===== src/rtl/odv_pkg.sv =====
// Purpose: Shared constants and types for the output driver and oscillator power registers
// Assumes: 32-bit APB data, each register in the low byte of one aligned word
// Notes: Register offsets are word indices; byte address is four times the index
package odv_pkg;

	// Word indices of the mapped registers
	localparam logic [7:0] THIRD_DRV_IDX = 8'h19; // Third driver config
	localparam logic [7:0] FOURTH_DIV_IDX = 8'h1a; // Fourth divide ratio
	localparam logic [7:0] FOURTH_DRV_IDX = 8'h1b; // Fourth driver config
	localparam logic [7:0] OSC_PWR_IDX = 8'h1c; // Oscillator power config
	localparam logic [7:0] UPDATE_IDX = 8'h20; // Transfer update command
	localparam logic [7:0] STATUS_IDX = 8'h21; // Live status readback

	// Reset values
	localparam logic [7:0] DRV_RESET = 8'h24; // Swing 10b, regulator on
	localparam logic [7:0] DIV_RESET = 8'h01; // Divide by one
	localparam logic [7:0] OSC_RESET = 8'h01; // High power, no skip
	localparam logic [7:0] DIV_OFF = 8'h00; // Ratio that disables the divider

	// Driver config field positions
	localparam int DRV_SWING_HI = 5; // Swing select msb
	localparam int DRV_SWING_LO = 4; // Swing select lsb
	localparam int DRV_TERM_BIT = 3; // Termination on
	localparam int DRV_REG_BIT = 2; // Regulator on
	localparam int DRV_DRIVE_BIT = 1; // Output enable
	localparam int DRV_CLEAR_BIT = 0; // Live divider clear

	// Oscillator power field positions
	localparam int OSC_SKIP_BIT = 1; // Settle wait skip
	localparam int OSC_MODE_BIT = 0; // Power mode

	// Command and status field positions
	localparam int UPDATE_BIT = 0; // Apply shadow copies
	localparam int STAT_READY_BIT = 0; // Oscillator settled
	localparam int STAT_DIV_EN_BIT = 1; // Fourth divider running
	localparam int STAT_PEND_BIT = 2; // Shadow differs from active

	// Settle wait timing
	localparam int unsigned SETTLE_TIME_S = 2; // Start-up wait in seconds
	localparam int unsigned CLK_HZ = 100_000_000; // pclk rate
	localparam int unsigned SETTLE_CYCLES = SETTLE_TIME_S * CLK_HZ; // Wait in cycles

	// Driver amplitude codes
	typedef enum logic [1:0] {
		SWING_0V8 = 2'b00,
		SWING_0V9 = 2'b01,
		SWING_1V0 = 2'b10,
		SWING_1V1 = 2'b11
	} odv_swing_t;

	// One output driver's applied settings
	typedef struct packed {
		odv_swing_t swing_select; // Amplitude trim
		logic termination_on; // On-chip termination
		logic regulator_on; // Driver regulator
		logic drive_on; // Output enable
	} odv_drv_cfg_t;

	// Oscillator power settings
	typedef struct packed {
		logic osc_settle_skip; // Skip start-up wait
		logic osc_power_mode; // 1 = high power
	} odv_osc_cfg_t;

endpackage


===== src/rtl/odv_settle_timer.sv =====
// Purpose: Start-up settle wait for the oscillator regulator
// Assumes: Counting starts at reset release
// Notes: The skip input ends the wait at once
`timescale 1ns/100ps

module odv_settle_timer #(
	parameter int unsigned LIMIT = odv_pkg::SETTLE_CYCLES // Wait length in cycles
) (
	input wire logic pclk, // Bus clock
	input wire logic presetn, // Async reset, active low
	input wire logic skip, // Applied skip setting
	output logic done // Wait finished, level
);

	logic [31:0] cnt_ff; // Cycles waited so far
	logic done_ff; // Sticky finish flag
	logic [31:0] last_cnt; // Final count of the wait

	assign last_cnt = 32'(LIMIT - 1);
	assign done = done_ff;

	// Wait counter; once done it stays done until the next reset
	always_ff @(posedge pclk or negedge presetn) begin
		if (!presetn) begin
			cnt_ff <= 32'h0000_0000;
			done_ff <= 1'b0;
		end else if (done_ff) begin
			cnt_ff <= cnt_ff;
		end else if (skip) begin
			done_ff <= 1'b1;
		end else if (cnt_ff == last_cnt) begin
			done_ff <= 1'b1;
		end else begin
			cnt_ff <= cnt_ff + 32'h0000_0001;
		end
	end
endmodule


===== src/rtl/odv_regs.sv =====
// Purpose: Output driver, fourth divider and oscillator power registers on APB
// Assumes: Zero wait-state APB slave; software issues the update command
// Notes: Buffered fields apply on update; divider clear bits act at once
//
// The APB slave port is this design's own decision.
`timescale 1ns/100ps

module odv_regs #(
	parameter int unsigned SETTLE_CYCLES = odv_pkg::SETTLE_CYCLES // Start-up wait
) (
	input wire logic pclk, // Bus clock, 100 MHz
	input wire logic presetn, // Async reset, active low
	input wire logic psel, // APB select
	input wire logic penable, // APB access phase
	input wire logic pwrite, // APB direction
	input wire logic [7:0] paddr, // APB byte address
	input wire logic [31:0] pwdata, // APB write data
	input wire logic [3:0] pstrb, // APB byte strobes
	output logic [31:0] prdata, // APB read data
	output logic pready, // APB ready, always high
	output logic pslverr, // APB error for unmapped address
	output odv_pkg::odv_drv_cfg_t third_cfg, // Applied third driver settings
	output odv_pkg::odv_drv_cfg_t fourth_cfg, // Applied fourth driver settings
	output logic third_div_clear, // Third divider clear pulse
	output logic fourth_div_clear, // Fourth divider clear pulse
	output logic [7:0] fourth_divide_ratio, // Applied fourth ratio
	output logic fourth_div_enable, // Fourth divider running
	output logic fourth_div_tick, // One pulse per divided period
	output logic osc_settle_skip, // Applied skip setting
	output logic osc_power_mode, // Applied power mode
	output logic osc_ready // Start-up wait finished
);

	// Word index decoding is shared by the write, read and error paths,
	// but only the write and error paths also require an aligned address
	// Word index of an address, the low two address bits dropped
	function automatic logic [7:0] word_index(input logic [7:0] addr);
		word_index = {2'b00, addr[7:2]};
	endfunction

	// True when the address names a mapped register
	function automatic logic addr_hit(input logic [7:0] addr);
		logic [7:0] idx;
		idx = word_index(addr);
		addr_hit = (addr[1:0] == 2'b00) &&
			((idx == odv_pkg::THIRD_DRV_IDX) || (idx == odv_pkg::FOURTH_DIV_IDX) ||
			(idx == odv_pkg::FOURTH_DRV_IDX) || (idx == odv_pkg::OSC_PWR_IDX) ||
			(idx == odv_pkg::UPDATE_IDX) || (idx == odv_pkg::STATUS_IDX));
	endfunction

	// Packs the stored driver fields into register layout, clear bit reads zero
	function automatic logic [7:0] drv_to_byte(input odv_pkg::odv_drv_cfg_t c);
		drv_to_byte = {2'b00, c, 1'b0};
	endfunction

	// Extracts driver fields from a written byte, reserved bits dropped
	function automatic odv_pkg::odv_drv_cfg_t byte_to_drv(input logic [7:0] b);
		odv_pkg::odv_drv_cfg_t c;
		c.swing_select = odv_pkg::odv_swing_t'(b[odv_pkg::DRV_SWING_HI:odv_pkg::DRV_SWING_LO]);
		c.termination_on = b[odv_pkg::DRV_TERM_BIT];
		c.regulator_on = b[odv_pkg::DRV_REG_BIT];
		c.drive_on = b[odv_pkg::DRV_DRIVE_BIT];
		byte_to_drv = c;
	endfunction

	// Bus phase decode
	logic setup_ph; // First cycle of a transfer
	logic access_ph; // Completing cycle of a transfer
	logic wr_en; // Low byte write takes effect
	logic [7:0] wr_idx; // Word index of the current address
	logic [7:0] wr_byte; // Low byte of write data

	// Shadow copies written by software
	odv_pkg::odv_drv_cfg_t third_shd_ff; // Third driver shadow
	odv_pkg::odv_drv_cfg_t fourth_shd_ff; // Fourth driver shadow
	logic [7:0] div_shd_ff; // Fourth ratio shadow
	odv_pkg::odv_osc_cfg_t osc_shd_ff; // Oscillator shadow

	// Active copies that steer the outputs
	odv_pkg::odv_drv_cfg_t third_act_ff; // Third driver active
	odv_pkg::odv_drv_cfg_t fourth_act_ff; // Fourth driver active
	logic [7:0] div_act_ff; // Fourth ratio active
	odv_pkg::odv_osc_cfg_t osc_act_ff; // Oscillator active

	// Live pulses and divider state
	logic update_hit; // Update command written
	logic third_clr_ff; // Third clear pulse
	logic fourth_clr_ff; // Fourth clear pulse
	logic [7:0] div_cnt_ff; // Fourth divider phase
	logic div_tick_ff; // Fourth divider output pulse
	logic pending; // Shadow not yet applied

	// Read path
	logic [31:0] rd_ff; // Read data caught in setup
	logic err_ff; // Error caught in setup
	logic [7:0] nxt_rd; // Selected read byte
	logic settled; // Start-up wait finished

	assign setup_ph = psel && !penable;
	assign access_ph = psel && penable;
	assign wr_idx = word_index(paddr);
	assign wr_byte = pwdata[7:0];
	// Only byte lane 0 holds register bits; other lanes are ignored
	assign wr_en = access_ph && pwrite && pstrb[0] && addr_hit(paddr);
	assign update_hit = wr_en && (wr_idx == odv_pkg::UPDATE_IDX) && wr_byte[odv_pkg::UPDATE_BIT];
	assign pending = (third_shd_ff != third_act_ff) || (fourth_shd_ff != fourth_act_ff) ||
		(div_shd_ff != div_act_ff) || (osc_shd_ff != osc_act_ff);

	// Reads return these copies, so software sees what it wrote
	// even before the update command has moved it to the outputs
	// Shadow registers take software writes; reserved bits are not stored
	always_ff @(posedge pclk or negedge presetn) begin
		if (!presetn) begin
			third_shd_ff <= odv_pkg::odv_drv_cfg_t'(odv_pkg::DRV_RESET[5:1]);
			fourth_shd_ff <= odv_pkg::odv_drv_cfg_t'(odv_pkg::DRV_RESET[5:1]);
			div_shd_ff <= odv_pkg::DIV_RESET;
			osc_shd_ff <= odv_pkg::odv_osc_cfg_t'(odv_pkg::OSC_RESET[1:0]);
		end else if (wr_en) begin
			case (wr_idx)
				odv_pkg::THIRD_DRV_IDX: begin
					third_shd_ff <= byte_to_drv(wr_byte);
				end
				odv_pkg::FOURTH_DRV_IDX: begin
					fourth_shd_ff <= byte_to_drv(wr_byte);
				end
				odv_pkg::FOURTH_DIV_IDX: begin
					div_shd_ff <= wr_byte;
				end
				odv_pkg::OSC_PWR_IDX: begin
					// Reserved bits 7:2 are dropped whatever the host sends
					osc_shd_ff <= odv_pkg::odv_osc_cfg_t'(wr_byte[1:0]);
				end
				default: begin
					// Update and status words keep nothing here
					osc_shd_ff <= osc_shd_ff;
				end
			endcase
		end
	end

	// All four copies move on one edge so the outputs never show
	// a half-applied mix of old and new settings
	// Active copies move only on the update command
	always_ff @(posedge pclk or negedge presetn) begin
		if (!presetn) begin
			third_act_ff <= odv_pkg::odv_drv_cfg_t'(odv_pkg::DRV_RESET[5:1]);
			fourth_act_ff <= odv_pkg::odv_drv_cfg_t'(odv_pkg::DRV_RESET[5:1]);
			div_act_ff <= odv_pkg::DIV_RESET;
			osc_act_ff <= odv_pkg::odv_osc_cfg_t'(odv_pkg::OSC_RESET[1:0]);
		end else if (update_hit) begin
			third_act_ff <= third_shd_ff;
			fourth_act_ff <= fourth_shd_ff;
			div_act_ff <= div_shd_ff;
			osc_act_ff <= osc_shd_ff;
		end
	end

	// The clear bit is never stored, which is why it reads back as zero
	// and why a second clear needs a second write
	// Divider clear is live: a one-cycle pulse straight from the write
	always_ff @(posedge pclk or negedge presetn) begin
		if (!presetn) begin
			third_clr_ff <= 1'b0;
			fourth_clr_ff <= 1'b0;
		end else begin
			third_clr_ff <= wr_en && (wr_idx == odv_pkg::THIRD_DRV_IDX) &&
				wr_byte[odv_pkg::DRV_CLEAR_BIT];
			fourth_clr_ff <= wr_en && (wr_idx == odv_pkg::FOURTH_DRV_IDX) &&
				wr_byte[odv_pkg::DRV_CLEAR_BIT];
		end
	end

	// Stand-in for the real channel divider, running on the bus clock
	// A new ratio takes effect from the running phase, with no restart
	// Fourth channel divider: one tick every ratio cycles, none at ratio zero
	always_ff @(posedge pclk or negedge presetn) begin
		if (!presetn) begin
			div_cnt_ff <= 8'h00;
			div_tick_ff <= 1'b0;
		end else if (fourth_clr_ff || (div_act_ff == odv_pkg::DIV_OFF)) begin
			// Clear restarts the phase; ratio zero parks the divider
			div_cnt_ff <= 8'h00;
			div_tick_ff <= 1'b0;
		end else if (div_cnt_ff >= div_act_ff - 8'h01) begin
			// Also catches a ratio lowered below the running phase
			div_cnt_ff <= 8'h00;
			div_tick_ff <= 1'b1;
		end else begin
			div_cnt_ff <= div_cnt_ff + 8'h01;
			div_tick_ff <= 1'b0;
		end
	end

	// Skip follows the applied copy, so writing the skip bit alone
	// does not shorten a wait that is already running
	// Oscillator regulator start-up wait
	odv_settle_timer #(
		.LIMIT(SETTLE_CYCLES)
	) u_settle (
		.pclk(pclk),
		.presetn(presetn),
		.skip(osc_act_ff.osc_settle_skip),
		.done(settled)
	);

	// The update word has no storage and so falls to the default
	// Read byte selection; write-only bits read as zero
	always_comb begin
		nxt_rd = 8'h00;
		case (word_index(paddr))
			odv_pkg::THIRD_DRV_IDX: begin
				nxt_rd = drv_to_byte(third_shd_ff);
			end
			odv_pkg::FOURTH_DRV_IDX: begin
				nxt_rd = drv_to_byte(fourth_shd_ff);
			end
			odv_pkg::FOURTH_DIV_IDX: begin
				nxt_rd = div_shd_ff;
			end
			odv_pkg::OSC_PWR_IDX: begin
				nxt_rd = {6'b00_0000, osc_shd_ff};
			end
			odv_pkg::STATUS_IDX: begin
				nxt_rd[odv_pkg::STAT_READY_BIT] = settled;
				nxt_rd[odv_pkg::STAT_DIV_EN_BIT] = (div_act_ff != odv_pkg::DIV_OFF);
				nxt_rd[odv_pkg::STAT_PEND_BIT] = pending;
			end
			default: begin
				nxt_rd = 8'h00;
			end
		endcase
	end

	// Trade-off: a status bit that moves during the access phase
	// shows the value it had in the setup cycle
	// Read data and error are caught in setup so they come from flops
	always_ff @(posedge pclk or negedge presetn) begin
		if (!presetn) begin
			rd_ff <= 32'h0000_0000;
			err_ff <= 1'b0;
		end else if (setup_ph) begin
			rd_ff <= {24'h00_0000, nxt_rd};
			err_ff <= !addr_hit(paddr);
		end
	end

	// Limitation: no wait states, so every transfer takes exactly two cycles
	// Output drive; the slave never inserts wait states
	assign pready = 1'b1;
	assign pslverr = access_ph && err_ff;
	assign prdata = rd_ff;
	assign third_cfg = third_act_ff;
	assign fourth_cfg = fourth_act_ff;
	assign third_div_clear = third_clr_ff;
	assign fourth_div_clear = fourth_clr_ff;
	assign fourth_divide_ratio = div_act_ff;
	assign fourth_div_enable = (div_act_ff != odv_pkg::DIV_OFF);
	assign fourth_div_tick = div_tick_ff;
	assign osc_settle_skip = osc_act_ff.osc_settle_skip;
	assign osc_power_mode = osc_act_ff.osc_power_mode;
	assign osc_ready = settled;
endmodule


===== config.mk =====
export PLATFORM = sky130hd
export DESIGN_NAME = odv_regs
export DESIGN_NICKNAME = d
export VERILOG_FILES = /design/src/rtl/odv_pkg.sv /design/src/rtl/odv_settle_timer.sv /design/src/rtl/odv_regs.sv
export SDC_FILE = /design/constraint.sdc
export NUM_CORES = 1
export LEC_CHECK = 0
export ABC_CLOCK_PERIOD_IN_PS = 4460
export BUFFER_PORTS_ARGS = -buffer_cell sky130_fd_sc_hd__buf_2
export CORE_MARGIN = 2
export CORE_UTILIZATION = 60
export CTS_CLUSTER_SIZE = 8
export DETAILED_ROUTE_END_ITERATION = 16
export PLACE_DENSITY = 0.86
export SLEW_MARGIN = 20
export SYNTH_ARGS = -nofsm -noshare
export SYNTH_HDL_FRONTEND = slang
export SYNTH_HIERARCHICAL = 1
export SYNTH_SLANG_ARGS = --single-unit
export TNS_END_PERCENT = 30

===== constraint.sdc =====
create_clock -name pclk -period 4.46 [get_ports pclk]
set_input_delay 0.892 -clock pclk [delete_from_list [all_inputs] [get_ports pclk]]
set_output_delay 0.892 -clock pclk [all_outputs]
set_load 0.005 [all_outputs]

==> results.md, run 1 <==
- The count of cells resized by post-cts repair is 0.
- No sink is reached through more buffers than the 2 on the longest clock path.
- STA classifies the critical path startpoint as a flop.
- The run finished with clean final reports.
- The worst setup path is of the flop to flop kind.
- The critical path data arrival time is around 3.0 ns.
- The number of storage elements in the synthesis netlist is 93.
- The layout overhead on the synthesized area is 8.235%.
- The number of port buffers is 55.
- Detailed placement finished with a half-perimeter wire length of just under 8000 um.
- The initial detailed-routing violation count is roughly 220.
- The number of placement rows is 33.
- Once the floorplan was initialized, standard cells occupied between 60% and 70% of the core.
- The mean instance size in the synthesized netlist is about 11 um^2.
- Power spread over the standard cell area amounts to between 200 and 300 mW/mm^2.
- The total core area is between 0.008 and 0.009 mm^2.
- The global-route usage over all layers is between 20% and 30%.
- In this run, synthesis inferred 0 flip-flops with an integrated enable.
- The TritonCTS clock tree is yes.
- The initial antenna violation count came to 0.
- The worst supply voltage drop on vdd is approximately 160 uV.
- The clock period could shrink to between 2 and 3 ns.
- The measured slew at the worst slew-check pin is between 0.8 and 0.9 ns.
- The width of the die is 96.93 um.
- Measured against its own limit, the worst slew margin works out to 41.73%.
- Dividing the detail-routed via count by the number of cells gives roughly 6.
- The total CTS buffers is 9.
- The type of element capturing the critical path is a flop.
- The overall die area is 0.009394 mm^2.
- The post-route clock period utilization is 61.55%.
- The count of nets left with antenna violations after detail routing is 0.
- After clock tree synthesis, the clock-pin slew on the worst setup and hold paths is 0.09 ns.
- In this run the worst path has a maximum fanout of 8.
- Clock tree synthesis selected as its root buffer the cell sky130_fd_sc_hd__clkbuf_8.
- In this run the static leakage power is between 0.002 and 0.003 uW.
- The total length of routed wires is about 11000 um.
- Entering global routing, the biggest net connects 69 pins.
- The maximum level of the CTS H-tree is 3.
- In the final routed layout, each cell accounts on average for 17.71 um.
- Across the run, the number of max-cap violations was 0.
- The chip height is 96.93 um.
- The number of fill cells is ~610.
- The total power consumption of the routed design is roughly 1600 uW.
- The fraction of final layout cells sized beyond drive strength 1 is between 20 and 30%.
- The total overflow left after global routing is 0.
- The count of unique library cells instantiated by Yosys is 66.
- The total negative setup slack is 0 ns.
- The most used flip-flop cell after synthesis is sky130_fd_sc_hd__dfrtp_1.
- The total count of hold-check failures in the final report is 0.
- The via count of the first global-routing pass is about 3800.
- Summing all non-filler instances in the final layout gives an area of between 0.005 and 0.006 mm^2.
- The source-to-sink clock delay at the later pin of the worst-skew pair is 0.36 ns.
- The proportion of register bits with asynchronous set or reset after synthesis is 100.0%.
- The number of top-level pins is about 110.
- The global-route wire length before repair is about 19000 um.
- Buffers inserted to repair hold after CTS numbered 0.
- CTS saw 93 sinks.
- The count of pins over their slew limit came to 0.
- The number of warnings printed during yosys synthesis is 6.
- The global placement routability congestion is around 0.9.
- Once layout is complete, the utilization of the core stands at 67.57%.
- The clock arrives with roughly 0.01 ns of skew.
- Setup violations remaining at the end of the flow were counted as 0.
- The DRC violation count after routing is 0.
- The number of antenna diodes in the final layout is 0.
- The cell count after synthesis came out at between 400 and 500.
- The share of the Yosys chip area taken by registers is ~45%.
- The first detailed-routing pass took 6 iterations.
- The type of the worst min-delay path is flop to flop.
- After clock tree synthesis, the setup repair step added 0 buffers.
- The worst path required time is 4.76 ns.
- The mapped cell area is roughly 0.0052 mm^2.
- Based on the critical path, the design can be clocked at up to roughly 0.36 GHz.
- Setup repair after global routing left no endpoint under its margin.
- Summing all placed instances gives a cell area of 0.005415 mm^2.
- At the end of the flow, the number of nets in the layout was about 590.
- The number of vias in the routed layout is ~3800.
==> metal layers <==
layer,share of wire (%),GRT usage (%),wire length (um),vias to the layer above
met2,47,38.73,5330,197
li1,-,-,-,1755
met4,1.8,8.884,208,0
met3,7.5,4.697,846,24
met1,43,33.40,4859,1859
met5,0,0,0,-
==> final timing paths <==
check / slack, ns / endpoint / cells past startpoint / start
hold reg to reg: 0.47 / prdata[7] / 2 / prdata[7]
setup reg to reg: 1.71 / div_cnt_ff[3] / 9 / fourth_divide_ratio[1]
setup / recovery: 1.71 / div_cnt_ff[3] / 9 / fourth_divide_ratio[1]
min in group asynchronous: 0.63 / div_cnt_ff[2] / 1 / presetn
max in group asynchronous: 2.89 / third_cfg[1] / 2 / presetn
hold / removal: 0.47 / prdata[7] / 2 / prdata[7]
==> layout by cell type, fill, tap and decap left out, types with 5 or more instances in the layout <==
| master | synthesis | final |
|---|---|---|
| sky130_fd_sc_hd__conb_1 | 2 | 25 |
| sky130_fd_sc_hd__xnor2_1 | 21 | 21 |
| sky130_fd_sc_hd__nor3_1 | 15 | 15 |
| sky130_fd_sc_hd__dfrtp_1 | 81 | 81 |
| sky130_fd_sc_hd__o21ai_0 | 9 | 9 |
| sky130_fd_sc_hd__nor4_1 | 15 | 15 |
| sky130_fd_sc_hd__dfstp_2 | 12 | 12 |
| sky130_fd_sc_hd__nand3_1 | 21 | 21 |
| sky130_fd_sc_hd__ha_1 | 11 | 11 |
| sky130_fd_sc_hd__nand2_1 | 26 | 26 |
| sky130_fd_sc_hd__inv_1 | 14 | 14 |
| sky130_fd_sc_hd__nand4_1 | 12 | 12 |
| sky130_fd_sc_hd__mux2_2 | 24 | 24 |
| sky130_fd_sc_hd__and3_1 | 10 | 10 |
| sky130_fd_sc_hd__a21oi_1 | 10 | 10 |
| sky130_fd_sc_hd__mux2_4 | 20 | 20 |
| sky130_fd_sc_hd__nor2_1 | 27 | 27 |
| sky130_fd_sc_hd__and4_1 | 5 | 5 |
| sky130_fd_sc_hd__xor2_1 | 34 | 34 |
| sky130_fd_sc_hd__clkbuf_8 | 0 | 10 |
| sky130_fd_sc_hd__buf_2 | 5 | 54 |
==> state kept, by name (all words and copies together) (netlist names) <==
signal and cells:
osc_settle_skip 1, u_settle/cnt_ff 32, u_settle/done 1, div_shd_ff 8, div_cnt_ff 8, third_div_clear 1, third_cfg 5, osc_shd_ff 2
fourth_shd_ff 5, fourth_div_clear 1, fourth_div_tick 1, osc_power_mode 1, prdata 8, err_ff 1, fourth_cfg 5, fourth_divide_ratio 8
third_shd_ff 5
==> where the power goes <==
part	internal, uW	switching (uW)
registers	867	29.8
logic	36.8	68.3
clock network	273	285
==> worst max-delay path, cell delays in order (launching register included) <==
cell and delay [ns]:
sky130_fd_sc_hd__dfrtp_1 0.48, sky130_fd_sc_hd__nor4_1 0.54, sky130_fd_sc_hd__nand2b_1 0.13, sky130_fd_sc_hd__xor2_1 0.17
sky130_fd_sc_hd__ha_1 0.32, sky130_fd_sc_hd__a211oi_1 0.22, sky130_fd_sc_hd__nand2_1 0.11, sky130_fd_sc_hd__a221oi_1 0.28
sky130_fd_sc_hd__o21ai_1 0.26, sky130_fd_sc_hd__nor2_1 0.16
==> kinds of logic after synthesis <==
logic type	count (synthesis)	synth area share, %
buffers and inverters	53	6.351
other	2	0.1449
xor gates and xnor gates	55	9.297
AOI/OAI and AO/OA	46	5.989
muxes	45	11.21
and+or+nand+nor	168	19.15
DFF	93	45.21
adders and majority gates	11	2.656
==> per-stage QoR <==
step	hold slack [ns]	worst slack, ns	cells
detailed placement	0.4529	1.437	619
CTS	0.4710	1.750	635
finish	0.4659	1.715	635
global route	0.5163	1.374	635
global placement	0.4473	1.493	619
floorplan	0.4628	2.076	496
==> cells in the mapped netlist (2+ instances only) <==
cell type | n | area share, %
sky130_fd_sc_hd__a211oi_1 | 3 | 0.43
sky130_fd_sc_hd__a21oi_1 | 10 | 0.97
sky130_fd_sc_hd__a22oi_1 | 4 | 0.58
sky130_fd_sc_hd__a31oi_1 | 3 | 0.36
sky130_fd_sc_hd__a41o_1 | 2 | 0.39
sky130_fd_sc_hd__and2_1 | 4 | 0.48
sky130_fd_sc_hd__and3_1 | 10 | 1.2
sky130_fd_sc_hd__and4_1 | 5 | 0.85
sky130_fd_sc_hd__buf_2 | 5 | 0.48
sky130_fd_sc_hd__buf_4 | 27 | 3.9
sky130_fd_sc_hd__buf_6 | 3 | 0.65
sky130_fd_sc_hd__clkbuf_1 | 4 | 0.29
sky130_fd_sc_hd__conb_1 | 2 | 0.14
sky130_fd_sc_hd__dfrtp_1 | 81 | 39
sky130_fd_sc_hd__dfstp_2 | 12 | 6.1
sky130_fd_sc_hd__ha_1 | 11 | 2.7
sky130_fd_sc_hd__inv_1 | 14 | 1.0
sky130_fd_sc_hd__mux2_2 | 24 | 5.2
sky130_fd_sc_hd__mux2_4 | 20 | 5.8
sky130_fd_sc_hd__nand2_1 | 26 | 1.9
sky130_fd_sc_hd__nand2b_1 | 4 | 0.48
sky130_fd_sc_hd__nand3_1 | 21 | 2.0
sky130_fd_sc_hd__nand3b_1 | 3 | 0.43
sky130_fd_sc_hd__nand4_1 | 12 | 1.4
sky130_fd_sc_hd__nand4_2 | 2 | 0.48
sky130_fd_sc_hd__nand4b_1 | 2 | 0.34
sky130_fd_sc_hd__nor2_1 | 27 | 2.0
sky130_fd_sc_hd__nor2_2 | 2 | 0.24
sky130_fd_sc_hd__nor2b_1 | 2 | 0.24
sky130_fd_sc_hd__nor3_1 | 15 | 1.4
sky130_fd_sc_hd__nor4_1 | 15 | 1.8
sky130_fd_sc_hd__o21a_1 | 2 | 0.29
sky130_fd_sc_hd__o21ai_0 | 9 | 0.87
sky130_fd_sc_hd__o311ai_0 | 2 | 0.34
sky130_fd_sc_hd__xnor2_1 | 21 | 3.5
sky130_fd_sc_hd__xor2_1 | 34 | 5.7
==> layout make-up <==
type / instances / area, um^2 / share of cell area (%)
clock inverters: 4 / 47.55 / 0.8478
clock buffers: 12 / 145.1 / 2.588
well taps: 105 / 131.4 / 2.343
flip-flops and latches: 93 / 2342 / 41.77
multi-input cells: 350 / 2596 / 46.30
inverters: 14 / 52.55 / 0.9371
repair buffers: 57 / 292.8 / 5.221
Power figures use the tool's default switching activity.
==> run 2: changes to the inputs <==
--- a/config.mk
+++ b/config.mk
@@ -5,13 +5,13 @@
 export SDC_FILE = /design/constraint.sdc
 export NUM_CORES = 1
 export LEC_CHECK = 0
-export ABC_CLOCK_PERIOD_IN_PS = 4460
+export ABC_CLOCK_PERIOD_IN_PS = 2400
 export BUFFER_PORTS_ARGS = -buffer_cell sky130_fd_sc_hd__buf_2
 export CORE_MARGIN = 2
-export CORE_UTILIZATION = 60
+export CORE_UTILIZATION = 50
 export CTS_CLUSTER_SIZE = 8
 export DETAILED_ROUTE_END_ITERATION = 16
-export PLACE_DENSITY = 0.86
+export PLACE_DENSITY = 0.77
 export SLEW_MARGIN = 20
 export SYNTH_ARGS = -nofsm -noshare
 export SYNTH_HDL_FRONTEND = slang
==> constraint.sdc (replaced) <==
create_clock -name pclk -period 2.4 [get_ports pclk]
set_input_delay 0.48 -clock pclk [delete_from_list [all_inputs] [get_ports pclk]]
set_output_delay 0.48 -clock pclk [all_outputs]
set_load 0.005 [all_outputs]
==> results.md, run 2 (synthesized netlist as in run 1, its figures left out) <==
- The flow ran to the end, but the final reports show violations.
- The final reports fail on setup timing.
- The flop-to-flop setup slack was -0.04 ns (-1.75 ns).
- The global-route wire length before repair was 18330 um (-1.1%).
- The library cell used most frequently in the layout, excluding fill and tap cells, is sky130_fd_sc_hd__dfrtp_1.
- The capturing point of the worst reg2reg path is div_cnt_ff[7].
- The maximum single-stage delay on the critical path came to 0.44 ns (-0.10 ns).
- The source-to-sink clock delay at the later pin of the worst-skew pair is 0.36 ns (about the same).
- The total core area is 0.01018 mm^2 (+23%).
- The antenna diode count is 0 (unchanged).
- The largest net degree at the start of global routing is 47 (-32%).
- Relative to the synthesized area, the layout overhead comes to 14.49%.
- The maximum operating frequency is 0.4100 GHz (+13%).
- The worst path setup slack after routing is -0.03924 ns (-1.754 ns).
- The flip-flop and latch area was 0.002342 mm^2 (unchanged).
- The worst path required time is 2.69 ns (-2.07 ns).
- The number of cells after detailed placement is 668 (+7.9%).
- The post-detailed-route via-to-cell ratio is 5.469 (-9.4%).
- The total CTS buffers was 9 (unchanged).
- The number of max-cap violations is 0 (unchanged).
- The number of fill cells is 821 (+34%).
- The count of nets left with antenna violations after detail routing is 0 (unchanged).
- The cell depth of the worst setup path was 10 (+1).
- The DRC violation count after routing was 0 (unchanged).
- The clock-pin transition on the worst setup and hold timing paths is 0.09 ns (about the same).
- The post-detailed-placement half-perimeter wirelength is 8146 um (+2.7%).
- The total count of hold-check failures in the final report came to 0 (unchanged).
- The critical path goes through nor4_2, buf_4, nand2b_4, xor2_4, ha_4, a211oi_4, nand2_2, a221oi_4, o21ai_4, nor2_1.
- The post-route minimum period was 2.439 ns (-0.3059 ns).
- The count of nets after finishing came to 607 (+3.8%).
- In the layout the commonest cells are 81 x sky130_fd_sc_hd__dfrtp_1, 54 x sky130_fd_sc_hd__buf_2, 33 x sky130_fd_sc_hd__xor2_1.
- The final setup skew is 0.01518 ns (+0.005048 ns).
- The number of port buffers was 55 (unchanged).
- The measured slew at the worst slew-check pin is 0.6955 ns (-0.1706 ns).
- The startpoint-to-endpoint class of the critical path is flop to flop.
- The width of the die is 105.8 um (+9.2%).
- The library cell used as clock root buffer is sky130_fd_sc_hd__clkbuf_8.
- The area taken by multi-input logic gates came to 0.002701 mm^2 (+4.0%).
- The worst hold path belongs to the class primary input to async pin.
- The worst relative slew slack is 53.21% (+11 points).
- The maximum level of the CTS H-tree is 3 (unchanged).
- The global-route usage over all layers is 20.34% (-4.0 points).
- The final core area utilization is 58.24% (-9.3 points).
- The count of pins over their slew limit is 0 (unchanged).
- The initial detailed-routing violation count is 185 (-17%).
- The TritonCTS clock tree is yes.
- The leakage component of the power is 0.002943 uW (+4.1%).
- The starting density of the core is 50.87% (-12 points).
- The number of top-level pins is 108 (unchanged).
- The overall die area is 0.01119 mm^2 (+19%).
- The average wire length per cell after detail routing came to 16.08 um (-9.2%).
- Setup repair after global routing could not meet its margin everywhere.
- The number of vias in the routed layout was 3763 (-1.9%).
- The number of placement rows is 37 (+12%).
- The worst setup path is captured at a flop.
- The worst setup path is launched from a flop.
- The destination of the critical timing path is div_cnt_ff[7].
- The post-route clock period utilization came to 101.6% (+40 points).
- The cell family with the largest share of critical-path delay is compound AO/OA/AOI/OAI gates.
- The global placement routability congestion was 0.8456 (-3.4%).
- The worst-case clock buffer depth was 2 (unchanged).
- The biggest fanout along the worst timing path was 8 (unchanged).
- The register bank with the most flops is u_settle/cnt_ff.
- The detailed-routing iteration count for the pre-antenna-repair pass is 5 (-1).
- The sum of buffers and inverters on the critical path was 1 (+1).
- The critical path data arrival time was 2.73 ns (-0.31 ns).
- The number of flip-flops in the largest register is 32 (unchanged).
- The worst supply voltage drop on vdd is 278.6 uV (+76%).
- The initial antenna violation count came to 0 (unchanged).
- The launch instance of the worst register-to-register path is fourth_divide_ratio[1].
- The number of cells in the finished layout apart from fillers is 688 (+8.3%).
- The via count of the first global-routing pass was 3714 (-2.0%).
- The final global-route overflow total was 0 (unchanged).
- The final-report setup violation count is 8 (+8).
- The chip height was 105.8 um (+9.2%).
- The total length of routed wires is 11070 um (-1.6%).
- The power density over the cells is 482.8 mW/mm^2 (+74%).
- The fraction of final layout cells sized beyond drive strength 1 is 32.79% (+5.6 points).
- The most critical setup path has its startpoint at fourth_divide_ratio[1].
- The number of clock sinks seen by CTS is 93 (unchanged).
- The worst reg-to-reg path cell count was 10 (+1).
- The master of the slowest instance on the critical path is sky130_fd_sc_hd__dfrtp_1.
## run 2: cell types whose count changed in the layout (fill, tap and decap cells not counted), sizes merged
cell | previous run | this run
clkbuf | 12 | 11
clkinvlp | 1 | 2
inv | 14 | 15
buf | 57 | 79
bufinv | 1 | 0
## run 2: cell type report
type / count / area share, %
flip-flops and latches: 93 / 39.49
clock inverters: 5 / 0.7382
inverters: 14 / 0.8859
repair buffers: 79 / 7.931
clock buffers: 11 / 2.552
well taps: 136 / 2.869
multi-input cells: 350 / 45.54
## run 2: how the worst min path moves through the flow
stage	start	end	slack (ns)
floorplan	presetn	div_cnt_ff[0]	0.18
global placement	prdata[6]	prdata[6]	0.45
detailed placement	prdata[1]	prdata[1]	0.48
CTS	presetn	prdata[6]	0.13
global route	presetn	div_cnt_ff[7]	0.16
finish	presetn	div_cnt_ff[7]	0.11
## run 2: report_power, final
part | internal [uW] | switching, uW | total (uW)
combinational | 72.7 | 126 | 199
clock | 444 | 558 | 1000
sequential | 1610 | 52.6 | 1660
## run 2: timing repair
action,4_1_cts,5_1_grt
hold buffers,0,0
setup buffers,4,0
setup endpoints to repair,8,9
pin swaps,3,7
resized for setup,6,12
## run 2: per-stage QoR
step / TNS (ns) / hold WS (ns) / area (um^2) / total power (uW) / worst slack [ns]
floorplan: 0 / 0.1844 / 5268 / 1817 / 0.01636
CTS: -0.2905 / 0.1269 / 5863 / 2889 / -0.05420
global route: -1.146 / 0.1567 / 5932 / 2976 / -0.1632
finish: -0.1259 / 0.1107 / 5932 / 2864 / -0.03924
detailed placement: -2.877 / 0.4771 / 5602 / 1890 / -0.3743
global placement: 0 / 0.4454 / 5602 / 1877 / 0.004899
## run 2: metal layers
metal	GRT usage, %	part of all wire (%)
met1	26.52	42
met2	35.67	52
met3	2.845	4.1
met4	5.263	1.2
met5	0	0
==> run 3: changes to the inputs <==
--- a/config.mk
+++ b/config.mk
@@ -7,7 +7,6 @@
 export LEC_CHECK = 0
 export ABC_CLOCK_PERIOD_IN_PS = 2400
 export BUFFER_PORTS_ARGS = -buffer_cell sky130_fd_sc_hd__buf_2
-export CORE_MARGIN = 2
 export CORE_UTILIZATION = 50
 export CTS_CLUSTER_SIZE = 8
 export DETAILED_ROUTE_END_ITERATION = 16
==> results.md, run 3 (synthesized netlist as in run 1, its figures left out) <==
- The flow ran to the end, and the final reports show no timing, DRC or antenna violations.
- The DRC violation count after routing was 0 (unchanged).
- The design area is 0.005846 mm^2 (-1.5%).
- The TritonCTS clock tree is yes.
- The kind of cell with the highest combined delay along the critical path is flip-flops.
- The worst path required time was 2.69 ns (about the same).
- The final-report setup violation count was 0 (-8).
- The antenna diode count is 0 (unchanged).
- The total length of routed wires came to 10820 um (-2.2%).
- The total core area is 0.009910 mm^2 (-2.7%).
- The overall die area is 0.01077 mm^2 (-3.7%).
- The layout overhead on the synthesized area is 12.82%.
- The number of vias in the routed layout came to 3803 (+1.1%).
- Leaving out fill and tap cells, the most frequent cell in the layout is sky130_fd_sc_hd__dfrtp_1.
- The startpoint identified for the worst register-to-register timing path is fourth_divide_ratio[0].
- The worst supply voltage drop on vdd is 291.4 uV (+4.6%).
- The power density over the cells is 508.2 mW/mm^2 (+5.3%).
- The total count of hold-check failures in the final report is 0 (unchanged).
- The worst setup path is of the flop to flop kind.
- The count of nets after finishing came to 603 (-0.66%).
- The number of cells after detailed placement is 664 (-0.60%).
- The maximum single-stage delay on the critical path is 0.58 ns (+0.14 ns).
- The total power consumption of the routed design is 2971 uW (+3.7%).
- The signal on the critical path passes through inv_1, ha_2, nor3b_4, nand2_1, xor2_1, ha_1, o21ai_1, nand2b_1, a221oi_2, o21ai_2, nor2_1.
- The total CTS buffers is 9 (unchanged).
- The maximum level of the CTS H-tree is 3 (unchanged).
- Setup repair after global routing could not meet its margin everywhere.
- STA classifies the critical path startpoint as a flop.
- The final global-route overflow total is 0 (unchanged).
- The source-to-sink clock delay at the later pin of the worst-skew pair is 0.37 ns (about the same).
- The initial detailed-routing violation count is 235 (+27%).
- The count of nets left with antenna violations after detail routing is 0 (unchanged).
- The global-route wire length before repair came to 18320 um (about the same).
- The number of clock sinks seen by CTS is 93 (unchanged).
- The post-detailed-route via-to-cell ratio is 5.584 (+2.1%).
- The number of top-level pins is 108 (unchanged).
- The worst relative slew slack was 53.44% (+0.23 points).
- The global-route usage over all layers came to 21.17% (+0.83 points).
- The cell sitting at the root of the clock tree is a sky130_fd_sc_hd__clkbuf_8.
- The number of placement rows came to 36 (-2.7%).
- The leakage component of the power is 0.002938 uW (-0.16%).
- The maximum operating frequency is 0.4279 GHz (+4.4%).
- The clock-pin transition on the worst setup and hold timing paths is 0.09 ns (about the same).
- The register bank with the most flops is u_settle/cnt_ff.
- The via count of the first global-routing pass is 3698 (-0.43%).
- The largest net degree at the start of global routing came to 94 (+100%).
- The global placement routability congestion came to 0.8793 (+4.0%).
- The number of cells in the finished layout apart from fillers came to 681 (-1.0%).
- The number of port buffers is 55 (unchanged).
- The worst-case clock buffer depth was 2 (unchanged).
- The count of pins over their slew limit is 0 (unchanged).
- In the layout the commonest cells are 80 x sky130_fd_sc_hd__dfrtp_1, 54 x sky130_fd_sc_hd__buf_2, 34 x sky130_fd_sc_hd__xor2_1.
- The worst reg-to-reg path cell count is 11 (+1).
- The measured slew at the worst slew-check pin is 0.6920 ns (-0.003444 ns).
- The number of max-cap violations is 0 (unchanged).
- The number of fill cells is 798 (-2.8%).
- The fraction of final layout cells sized beyond drive strength 1 is 31.02% (-1.8 points).
- The capturing point of the worst reg2reg path is div_cnt_ff[3].
- The width of the die is 103.8 um (-1.9%).
- The post-detailed-placement half-perimeter wirelength is 7902 um (-3.0%).
- The post-placement cell area is 0.005590 mm^2 (-0.20%).
- The biggest fanout along the worst timing path is 8 (unchanged).
- The starting density of the core is 52.29% (+1.4 points).
- The final setup skew was 0.02088 ns (+0.005700 ns).
- The hold slack is 0.1258 ns (+0.01510 ns).
- The post-route clock period utilization is 97.37% (-4.3 points).
- STA classifies the critical path endpoint as a flop.
- On the critical path, the stage with the largest delay is an instance of sky130_fd_sc_hd__dfstp_2.
- The initial antenna violation count was 0 (unchanged).
- The average wire length per cell after detail routing is 15.89 um (-1.2%).
- The flop-to-flop setup slack came to 0.06 ns (+0.10 ns).
- The type of the worst min-delay path is primary input to async pin.
- The number of flip-flops in the largest register is 32 (unchanged).
- The detailed-routing iteration count for the pre-antenna-repair pass is 4 (-1).
- The post-route minimum period was 2.337 ns (-0.1025 ns).
- The chip height was 103.8 um (-1.9%).
- The critical path data arrival time is 2.63 ns (-0.10 ns).
- The sum of buffers and inverters on the critical path was 1 (unchanged).
- The total negative setup slack came to 0 ns (+0.1259 ns).
run 3: cell count changes in the layout (fill, tap and decap cells not counted), sizes merged:
cell / delta
buf: -4
bufinv: +1
clkbuf: -2
clkinv: +1
clkinvlp: -2
inv: +2
run 3: worst max path at each step:
stage	start	endpoint	slack (ns)	depth (start not counted)
6_report	fourth_divide_ratio[0]	div_cnt_ff[3]	0.06	11
5_1_grt	fourth_divide_ratio[1]	div_cnt_ff[6]	-0.11	11
4_1_cts	fourth_divide_ratio[1]	div_cnt_ff[3]	0.03	10
3_5_place_dp	fourth_divide_ratio[1]	div_cnt_ff[3]	-0.11	10
3_3_place_gp	fourth_divide_ratio[0]	div_cnt_ff[3]	-0.02	11
2_1_floorplan	fourth_divide_ratio[2]	div_cnt_ff[2]	0.02	10
run 3: final cells by class:
cell class                      count  area [um^2]  area share [%]
Tap cell                          133        166.4           2.847
Inverter                           14        52.55          0.8990
Timing Repair Buffer               75        440.4           7.534
Clock inverter                      7        92.59           1.584
Multi-Input combinational cell    350         2626           44.93
Clock buffer                        9        123.9           2.119
Sequential cell                    93         2344           40.09
run 3: timing repair:
item / CTS / global route
gates resized for setup: 4 / 4
setup buffers: 1 / 0
pin swaps: 0 / 9
hold buffers: 0 / 0
setup endpoints to repair: 8 / 8
run 3: worst register-to-register path: cells and delay by family (launching register included):
family	cells	cell delay, ns
flops	1	0.58
compound gates	3	0.57
buf+inv	1	0.07
fa+ha+maj	2	0.43
xor+xnor	1	0.15
simple gates	4	0.48
run 3: report_power, final:
group | total (uW) | internal, uW | switching, uW
Sequential | 1660 | 1610 | 54.0
Combinational | 195 | 71.8 | 123
Clock | 1110 | 509 | 603
Total | 2970 | 2190 | 780
run 3: layer usage:
layer	vias up	GRT usage (%)	part of all wire [%]
met5	-	0	0
met4	0	7.041	1.6
met3	17	3.587	4.5
met2	123	35.86	51
met1	1883	27.60	43
li1	1780	-	-
run 3: stage by stage:
step	utilization, %	setup WS (ns)
4_1_cts	58.85	0.02541
2_1_floorplan	-	0.01636
3_3_place_gp	56.41	-0.02158
6_report	58.99	0.06322
3_5_place_dp	56.41	-0.1147
5_1_grt	58.99	-0.1116
